--- src/dirp_pkg.sv ---
package dirp_pkg;

  // apb register map (byte addresses)
  localparam logic [7:0]  OFS_ENABLE_LO = 8'h00;
  localparam logic [7:0]  OFS_ENABLE_HI = 8'h04;
  localparam logic [7:0]  OFS_FLAG_LO   = 8'h08;
  localparam logic [7:0]  OFS_FLAG_HI   = 8'h0C;
  localparam logic [7:0]  OFS_STATUS    = 8'h10;
  localparam logic [7:0]  OFS_TIMER_SIGNAL_SELECT_REG      = 8'h14;
  localparam logic [7:0]  OFS_VECTOR    = 8'h18;
  localparam logic [7:0]  OFS_SERVICE   = 8'h1C;

  // field positions and line count
  localparam int          MASK_BIT_POS  = 0;
  localparam int          SEL_WDT_POS   = 0;
  localparam int          NUM_LINES     = 4;

  // reset values and vector slot numbers
  localparam logic        MASK_RESET    = 1'b1;
  localparam logic        SEL_RESET     = 1'b0;
  localparam logic [15:0] VPTR_RESET    = 16'hFFFF;
  localparam logic [7:0]  RESET_SLOT    = 8'h00;
  localparam logic [7:0]  NMI_SLOT      = 8'h01;
  localparam logic [7:0]  INT_SLOT_BASE = 8'h02;
  localparam logic [7:0]  IDLE_SLOT     = 8'hFF;

  // off-state pin combination
  typedef struct packed {
    logic test_reset;
    logic emulation_pin_zero;
    logic emulation_off_pin;
  } dirp_emu_t;

  // vector fetch presented to the core
  typedef struct packed {
    logic        valid;
    logic [23:0] addr;
  } dirp_fetch_t;

  typedef enum logic [1:0] {
    DIRP_RUN,
    DIRP_RESET_FETCH,
    DIRP_ACK
  } dirp_state_t;

endpackage

--- src/dirp_irq.sv ---
// Chosen here: the APB slave port and the register addresses.
`timescale 1ns/1ns
`default_nettype none
// Function
// RQ1 - each line serviced only when enabled
// RQ2 - global mask bit blocks all maskable lines
// RQ3 - flag register latches lines, software clears
// RQ4 - select register routes shared pin
// RQ5 - shared pin is nmi after reset
// RQ6 - nmi always taken, never masked
// RQ7 - watchdog use drives pin both ways
// RQ8 - acknowledge high during vector fetch cycle; the code drives it low in that cycle
// RQ9 - acknowledge held at one in reset
// RQ10 - reset abandons work, reinitialises registers
// RQ11 - after reset fetch vector FFFF00h
// RQ12 - off state floats ack and shared pin; in reset the code still drives ack high
// RQ13 - fixed priority: reset, nmi, int0..int3
module dirp_irq
  import dirp_pkg::*;
#(
  parameter int LINES = NUM_LINES
) (
  input  wire logic                 sys_clk,
  input  wire logic                 rst_n,
  input  wire logic [7:0]           paddr,
  input  wire logic                 psel,
  input  wire logic                 penable,
  input  wire logic                 pwrite,
  input  wire logic [31:0]          pwdata,
  output logic [31:0]               prdata,
  output logic                      pready,
  output logic                      pslverr,
  input  wire logic [LINES-1:0]     ext_irq_n,
  input  wire logic                 shared_pin_in,
  output logic                      shared_pin_out,
  output logic                      shared_pin_oe,
  input  wire logic                 wdt_out,
  input  wire logic                 wdt_oe,
  output logic                      wdt_in,
  input  wire dirp_pkg::dirp_emu_t  emu,
  input  wire logic                 core_ready,
  output dirp_pkg::dirp_fetch_t     fetch,
  output logic                      irq_ack_out,
  output logic                      irq_ack_oe
);
  import dirp_pkg::*;

  logic [LINES-1:0] irq_enable_reg_lo;
  logic [LINES-1:0] irq_enable_reg_hi;
  logic [LINES-1:0] irq_flag_reg_lo;
  logic [LINES-1:0] irq_flag_reg_hi;
  logic             global_irq_mask_bit;
  logic             timer_sel_reg;
  logic [15:0]      vector_pointer_dsp;
  logic [LINES-1:0] line_prev_reg;
  logic             nmi_prev_reg;
  logic             nmi_pend_reg;
  logic [7:0]       service_slot_reg;
  dirp_state_t      state_reg;
  logic             off_state;
  logic [LINES-1:0] line_fall;
  logic [LINES-1:0] line_take;
  logic             nmi_fall;
  logic             wr;
  logic             rd;
  logic             take_nmi;
  logic             take_any;
  logic [7:0]       take_slot;
  logic [LINES-1:0] take_onehot;

  //////////////////////////////////////////////////////////////////////////
  // bus strobes and pin conditioning

  // writes take effect on the access edge only;
  // a read is decoded from the setup cycle, so
  // prdata is already registered when pready is
  // off state: test reset low, emulation zero
  // high and emulation off pin low together
  // nmi edges are looked for only while the
  // select register leaves the pin to the nmi
  // maskable lines are active low, edge triggered
  // apb access phase, zero wait states
  assign wr        = psel && penable && pwrite;
  assign rd        = psel && penable && !pwrite;
  assign off_state = !emu.test_reset && emu.emulation_pin_zero && !emu.emulation_off_pin;
  assign nmi_fall  = !timer_sel_reg && nmi_prev_reg && !shared_pin_in; // RQ4
  assign line_fall = line_prev_reg & ~ext_irq_n;

  // per-line gating by enables and global mask
  genvar g;
  generate
    for (g = 0; g < LINES; g++) begin : gen_take
      assign line_take[g] = irq_flag_reg_lo[g] && irq_enable_reg_lo[g]  // RQ1
                            && !global_irq_mask_bit;                    // RQ2
    end
  endgenerate

  // a pending nmi hides every line this cycle;
  // lines then go lowest index first: the loop
  // runs from the top so the last hit wins
  // the one-hot mask names the flag to clear
  // when the line is handed to the sequencer
  // the idle slot never reaches the fetch port
  // fixed priority: nmi first, then lowest line
  always_comb begin
    take_nmi    = nmi_pend_reg; // RQ6
    take_any    = take_nmi || (|line_take);
    take_slot   = IDLE_SLOT;
    take_onehot = '0;
    if (take_nmi) begin // RQ13
      take_slot = NMI_SLOT;
    end else begin
      for (int i = LINES - 1; i >= 0; i--) begin
        if (line_take[i]) begin
          take_slot   = INT_SLOT_BASE + 8'(i);
          take_onehot = LINES'(1) << i;
        end
      end
    end
  end

  //////////////////////////////////////////////////////////////////////////
  // edge history of input pins
  // history resets to the idle high level so
  // no false falling edge follows reset
  // a line held low across reset is taken as a
  // falling edge in the first cycle after reset
  always_ff @(posedge sys_clk) begin
    if (!rst_n) begin
      line_prev_reg <= '1;
      nmi_prev_reg  <= 1'b1;
    end else begin
      line_prev_reg <= ext_irq_n;
      nmi_prev_reg  <= shared_pin_in;
    end
  end

  //////////////////////////////////////////////////////////////////////////
  // enable, mask, select and vector pointer registers
  // mask comes up set, so nothing maskable is
  // taken before software is ready for it
  // select comes up at 0: the shared pin is nmi
  // the hi enable word is plain storage
  // unmapped writes are dropped; the bus
  // reports them through pslverr instead
  always_ff @(posedge sys_clk) begin
    if (!rst_n) begin // RQ10
      irq_enable_reg_lo   <= '0;
      irq_enable_reg_hi   <= '0;
      global_irq_mask_bit <= MASK_RESET;
      timer_sel_reg       <= SEL_RESET; // RQ5
      vector_pointer_dsp  <= VPTR_RESET;
    end else if (wr) begin
      unique case (paddr)
        OFS_ENABLE_LO: irq_enable_reg_lo   <= pwdata[LINES-1:0];
        OFS_ENABLE_HI: irq_enable_reg_hi   <= pwdata[LINES-1:0];
        OFS_STATUS:    global_irq_mask_bit <= pwdata[MASK_BIT_POS];
        OFS_TIMER_SIGNAL_SELECT_REG:      timer_sel_reg       <= pwdata[SEL_WDT_POS]; // RQ4
        OFS_VECTOR:    vector_pointer_dsp  <= pwdata[15:0];
        default: ;
      endcase
    end
  end

  //////////////////////////////////////////////////////////////////////////
  // pending flags: set wins over software clear
  // a falling edge and a clear of the same bit
  // in one cycle leave the bit set, so no
  // request is lost to a late clear
  // a line's flag also clears in the cycle it
  // is taken, unless an nmi takes that slot
  // the hi flag word only clears, nothing sets it
  always_ff @(posedge sys_clk) begin
    if (!rst_n) begin
      irq_flag_reg_lo <= '0;
      irq_flag_reg_hi <= '0;
    end else begin
      irq_flag_reg_lo <= (irq_flag_reg_lo
                          & ~((wr && paddr == OFS_FLAG_LO) ? pwdata[LINES-1:0] : '0)
                          & ~((state_reg == DIRP_RUN && !take_nmi) ? take_onehot : '0))
                         | line_fall; // RQ3
      irq_flag_reg_hi <= irq_flag_reg_hi
                         & ~((wr && paddr == OFS_FLAG_HI) ? pwdata[LINES-1:0] : '0);
    end
  end

  // nmi latch, cleared when serviced
  // a new edge in the cycle of service keeps
  // the latch set, so that edge is served too
  // no enable or mask bit reaches this latch
  always_ff @(posedge sys_clk) begin
    if (!rst_n) begin
      nmi_pend_reg <= 1'b0;
    end else if (nmi_fall) begin
      nmi_pend_reg <= 1'b1;
    end else if (state_reg == DIRP_RUN && take_nmi) begin
      nmi_pend_reg <= 1'b0;
    end
  end

  //////////////////////////////////////////////////////////////////////////
  // sequencer: reset vector fetch, then interrupt vector fetches
  // after reset only the reset vector fetch runs;
  // interrupts wait until the core has taken it
  // one interrupt at a time: the fetch stands
  // until core_ready, then the sequencer spends
  // a cycle in run before it takes the next
  // fetch address is vector pointer above slot
  always_ff @(posedge sys_clk) begin
    if (!rst_n) begin
      state_reg        <= DIRP_RESET_FETCH;
      service_slot_reg <= RESET_SLOT;
      fetch            <= '0;
    end else begin
      unique case (state_reg)
        DIRP_RESET_FETCH: begin
          fetch.valid <= 1'b1;
          fetch.addr  <= {VPTR_RESET, RESET_SLOT}; // RQ11
          if (fetch.valid && core_ready) begin
            fetch.valid <= 1'b0;
            state_reg   <= DIRP_RUN;
          end
        end
        DIRP_RUN: begin
          if (take_any) begin
            service_slot_reg <= take_slot;
            fetch.valid      <= 1'b1;
            fetch.addr       <= {vector_pointer_dsp, take_slot};
            state_reg        <= DIRP_ACK;
          end
        end
        DIRP_ACK: begin
          if (core_ready) begin
            fetch.valid <= 1'b0;
            state_reg   <= DIRP_RUN;
          end
        end
      endcase
    end
  end

  //////////////////////////////////////////////////////////////////////////
  // acknowledge pin, active low during vector fetch
  // ack is low for exactly the cycle in which
  // the fetch is launched; in reset it stays high
  // its output enable drops only in the off state
  always_ff @(posedge sys_clk) begin
    if (!rst_n) begin
      irq_ack_out <= 1'b1; // RQ9
      irq_ack_oe  <= 1'b1;
    end else begin
      irq_ack_out <= !(state_reg == DIRP_RUN && take_any); // RQ8
      irq_ack_oe  <= !off_state; // RQ12
    end
  end

  //////////////////////////////////////////////////////////////////////////
  // shared pin routing between nmi input and watchdog io
  // pin drives only when select is watchdog, the
  // watchdog enables it, and not in the off state
  // watchdog input idles high while nmi owns pin
  always_ff @(posedge sys_clk) begin
    if (!rst_n) begin
      shared_pin_out <= 1'b0;
      shared_pin_oe  <= 1'b0;
      wdt_in         <= 1'b1;
    end else begin
      shared_pin_out <= wdt_out;
      shared_pin_oe  <= timer_sel_reg && wdt_oe && !off_state; // RQ7 RQ12
      wdt_in         <= timer_sel_reg ? shared_pin_in : 1'b1;  // RQ7
    end
  end

  //////////////////////////////////////////////////////////////////////////
  // apb read data and response
  // pready stands for one cycle, the access cycle
  // the service slot is read only: a write to it
  // is answered with pslverr and has no effect
  always_ff @(posedge sys_clk) begin
    if (!rst_n) begin
      prdata  <= '0;
      pready  <= 1'b0;
      pslverr <= 1'b0;
    end else begin
      pready  <= psel && !penable;
      pslverr <= 1'b0;
      prdata  <= '0;
      if (psel && !penable && !pwrite) begin
        unique case (paddr)
          OFS_ENABLE_LO: prdata <= 32'(irq_enable_reg_lo);
          OFS_ENABLE_HI: prdata <= 32'(irq_enable_reg_hi);
          OFS_FLAG_LO:   prdata <= 32'(irq_flag_reg_lo);
          OFS_FLAG_HI:   prdata <= 32'(irq_flag_reg_hi);
          OFS_STATUS:    prdata <= 32'(global_irq_mask_bit);
          OFS_TIMER_SIGNAL_SELECT_REG:      prdata <= 32'(timer_sel_reg);
          OFS_VECTOR:    prdata <= 32'(vector_pointer_dsp);
          OFS_SERVICE:   prdata <= 32'(service_slot_reg);
          default:       pslverr <= psel && !penable;
        endcase
      end else if (psel && !penable) begin
        pslverr <= !(paddr inside {OFS_ENABLE_LO, OFS_ENABLE_HI, OFS_FLAG_LO,
                                   OFS_FLAG_HI, OFS_STATUS, OFS_TIMER_SIGNAL_SELECT_REG, OFS_VECTOR});
      end
    end
  end

  logic unused_rd;
  assign unused_rd = rd;

endmodule
`default_nettype wire

--- config.mk ---
export PLATFORM = sky130hd
export DESIGN_NAME = dirp_irq
export DESIGN_NICKNAME = d
export VERILOG_FILES = /design/src/dirp_pkg.sv /design/src/dirp_irq.sv
export SDC_FILE = /design/constraint.sdc
export NUM_CORES = 1
export LEC_CHECK = 0
export BUFFER_PORTS_ARGS = -buffer_cell sky130_fd_sc_hd__clkbuf_2
export CORE_MARGIN = 2
export CORE_UTILIZATION = 40
export DETAILED_ROUTE_END_ITERATION = 16
export GPL_TIMING_DRIVEN = 1
export PLACE_DENSITY = 0.75
export REMOVE_ABC_BUFFERS = 1
export SYNTH_ARGS = -nofsm -noshare
export SYNTH_HDL_FRONTEND = slang
export SYNTH_SLANG_ARGS = --single-unit
export TNS_END_PERCENT = 50
--- constraint.sdc ---
create_clock -name sys_clk -period 4.08 [get_ports sys_clk]
set_input_delay 0.816 -clock sys_clk [delete_from_list [all_inputs] [get_ports sys_clk]]
set_output_delay 0.816 -clock sys_clk [all_outputs]
set_load 0.02 [all_outputs]
==> impl_metrics.csv <==
group,metric,value,unit
status,outcome,"completed",
synth,yosys.area_share.adder,0,%
synth,synth_top_cells_by_count,"dfxtp_1, nand2_1, nand3_1",
pwr,pwr-share-comb,8.9,%
pwr,cellLeakagePower,0.001859,uW
synth,synth_top_area_cell,"dfxtp_1",
synth,ys_top_cells_by_area,"dfxtp_1, nand2_1, o221a_2",
cts,cts_tree,"built",
cts,post-cts-setup-buffers,0,
pwr,clkPwrFrac,39.7,%
placed_design,place_congestion,0.8424,
pwr,power.switching,423.8,uW
synth,synth_warnings,0,
cts,worst_skew_pair.late_latency,350,ps
critical_path,crit_fanout,8,
sta,tightestPinTransition,985.7,ps
placed_design,numPortBuffers,87,
floorplanning,core_area,0.008721,mm2
job,max_cap_viol_count,0,
pwr,pwr-share-seq,51.4,%
synth,syn_inst,368,
pwr,peakVddDrop,0.1720,mV
detailed_routing,drc,0,
detailed_routing,drtIter0Drc,165,
cts,cts_hold_buf,0,
critical_path,required,4310,ps
sta,whs,432.9,ps
critical_path,path_buf_inv,1,
synth,async_flop_share,0,%
critical_path,cp_cell_sequence,"clkbuf_2 > or4_4 > nor4_1 > and3_1 > a21oi_1",
global_route,grt_pass1_vias,2761,
critical_path,crit_slowest_cell,"nor4_1",
cts,clock_sinks,90,
sta,layout_setup_ws,1586,ps
global_route,grt_usage,16.81,%
floorplanning,die_w,98.68,um
detailed_routing,ant_nets,0,
critical_path,worstSetupPathDepth,5,
floorplanning,die_area,0.009738,mm2
cts,clk_transition_reported_paths,80,ps
critical_path,path_class,"primary input to flop",
synth,avgSynthCellArea,9.744,um2
synth,ys_ff_latch,90,
critical_path,r2r_cells,5,
critical_path,critPathLaunchType,"primary input",
sta,fmax,401.0,MHz
synth,synthMuxAreaShare,7.153,%
cts,cts_resized,0,
synth,synth_compound_area_share,11.41,%
floorplanning,die_height,98.68,um
global_route,antenna_found_initial,0,
critical_path,crit_path_end_kind,"flop",
synth,synth_top_family_by_area,"simple AND/OR/NAND/NOR gates",
finish,layout.nets,499,
critical_path,crit_start,"paddr[0]",
sta,slew_viol_final,0,
placed_design,place_hpwl,5.689,mm
placed_design,pre_cts_ws,1247,ps
synth,synth_top_area_share,50.24,%
detailed_routing,routed_wl,8.179,mm
synth,synth-simple-area-share,23.41,%
sta,slew-limit-headroom,33.79,%
synth,synth.most_common_cell,"dfxtp_1",
critical_path,timing.rr.end,"fetch[11]",
global_route,grt_start_max_net_pins,31,
pwr,swShare,23.64,%
synth,seq_area_frac_synth,50.24,%
floorplanning,boundaryPins,120,
synth,synthXorXnorAreaFrac,0,%
floorplanning,start_util,41.12,%
sta,hold_violations,0,
sta,setup_viol,0,
sta,finClkSkew,7.081,ps
finish,design_area,0.004224,mm2
detailed_routing,wire_per_inst,14.71,um
finish,largest_reg_flops,21,
critical_path,slowest_delay,750,ps
floorplanning,rows,34,
critical_path,arrival,2730,ps
finish,drive_gt1_share,31.03,%
finish,antenna_cells,0,
finish,nFillCells,825,
cts,numCtsBuffers,9,
critical_path,r2r_slack,2310,ps
detailed_routing,vias,2890,
cts,clock_path_buffers,2,
synth,ys_types,42,
pwr,power_density,424.5,mW/mm2
critical_path,crit_family,"simple AND/OR/NAND/NOR gates",
synth,syn_area,0.003586,mm2
critical_path,reg2reg_from,"irq_enable_reg_lo[1]",
sta,setup_tns,0,ps
detailed_routing,vias_per_cell,5.198,
synth,synth-edff-count,0,
min_path,whs_path_depth,2,
sta,period_needed,2494,ps
pwr,p_int,1369,uW
critical_path,endpoint,"irq_flag_reg_hi[2]",
synth,ys.flop_type,"dfxtp_1",
finish,largest_registers,"fetch (21), prdata (16), vector_pointer_dsp (16)",
finish,regMostFlops,"fetch",
cts,htree_levels,3,
sta,finalCritPeriodShare,61.12,%
detailed_routing,firstDrtPassIters,4,
finish,areaGrowthSynthToFinish,17.79,%
sta,rsz0062_at_grt,"false",
placed_design,postPlaceCellArea,0.003983,mm2
min_path,hold_path.class,"flop to flop",
global_route,grt_pass1_wl,13.12,mm
global_route,gr-total-overflow,0,
cts,cts-root-buf,"clkbuf_8",
[layout make-up]
type | instances | area [um2] | area share (%)
clock buffers | 9 | 123.9 | 2.932
clock inverters | 7 | 117.6 | 2.784
inverters | 6 | 22.52 | 0.5332
multi-input cells | 246 | 1565 | 37.06
flip-flops and latches | 90 | 1802 | 42.65
well taps | 108 | 135.1 | 3.199
repair buffers | 90 | 457.9 | 10.84
[power groups by stage]
stage                     clock network [uW]  logic (uW)  registers [uW]
after floorplan                            0        68.8             958
after global placement                     0         158             941
after detailed placement                   0         160             942
after CTS                                728         160             922
after global routing                     769         173             925
final                                    712         159             922
[stage by stage]
stage / total power (uW) / util (%) / instances
2_1_floorplan: 1027 / - / 342
3_3_place_gp: 1099 / 45.67 / 540
3_5_place_dp: 1102 / 45.67 / 540
4_1_cts: 1810 / 48.44 / 556
5_1_grt: 1867 / 48.44 / 556
6_report: 1793 / 48.44 / 556
[cell usage in the layout, fill, tap and decap left out, types with 2 or more instances in the layout]
cell / n
o22ai_1: 5
mux2i_1: 11
inv_1: 6
nand3_1: 25
clkbuf_2: 87
nand2_1: 53
nor4_4: 3
and3_1: 8
or2_2: 2
nand4_1: 3
conb_1: 16
buf_4: 3
mux4_2: 5
clkinvlp_4: 3
or4_4: 2
clkbuf_8: 9
a31oi_1: 2
o221a_2: 17
nor4_1: 5
dfxtp_1: 90
a21oi_1: 13
nor3b_1: 2
and2_1: 9
bufinv_16: 3
nor2_1: 24
o21ai_0: 2
nand2b_1: 12
nand3b_1: 3
nor3_1: 3
mux2_2: 3
nor2b_1: 2
a22oi_1: 5
[cells by family after synthesis]
family / Yosys count
buffers and inverters: 47
and+or+nand+nor: 159
AOI/OAI and AO/OA: 52
DFF: 90
other: 1
muxes: 19
[per-layer routing]
| layer | GRT usage (%) | wire [um] |
|---|---|---|
| met3 | 4.255 | 571 |
| met1 | 21.73 | 3646 |
| met2 | 27.16 | 3878 |
| met4 | 6.428 | 83 |
| met5 | 0 | 0 |
[how the worst min path moves through the flow]
stage / to / startpoint
floorplan: irq_flag_reg_hi[0] / irq_flag_reg_hi[0]
global placement: irq_flag_reg_hi[0] / irq_flag_reg_hi[0]
detailed placement: irq_flag_reg_hi[0] / irq_flag_reg_hi[0]
CTS: irq_flag_reg_hi[0] / irq_flag_reg_hi[0]
global route: irq_flag_reg_hi[1] / irq_flag_reg_hi[1]
finish: irq_flag_reg_hi[0] / irq_flag_reg_hi[0]
[tightest hold or removal path: stages (launching register included)]
cell and delay [ps]:
dfxtp_1 310, nand2_1 50, a21oi_1 30
Note: power is estimated with default switching activity, not from simulation.
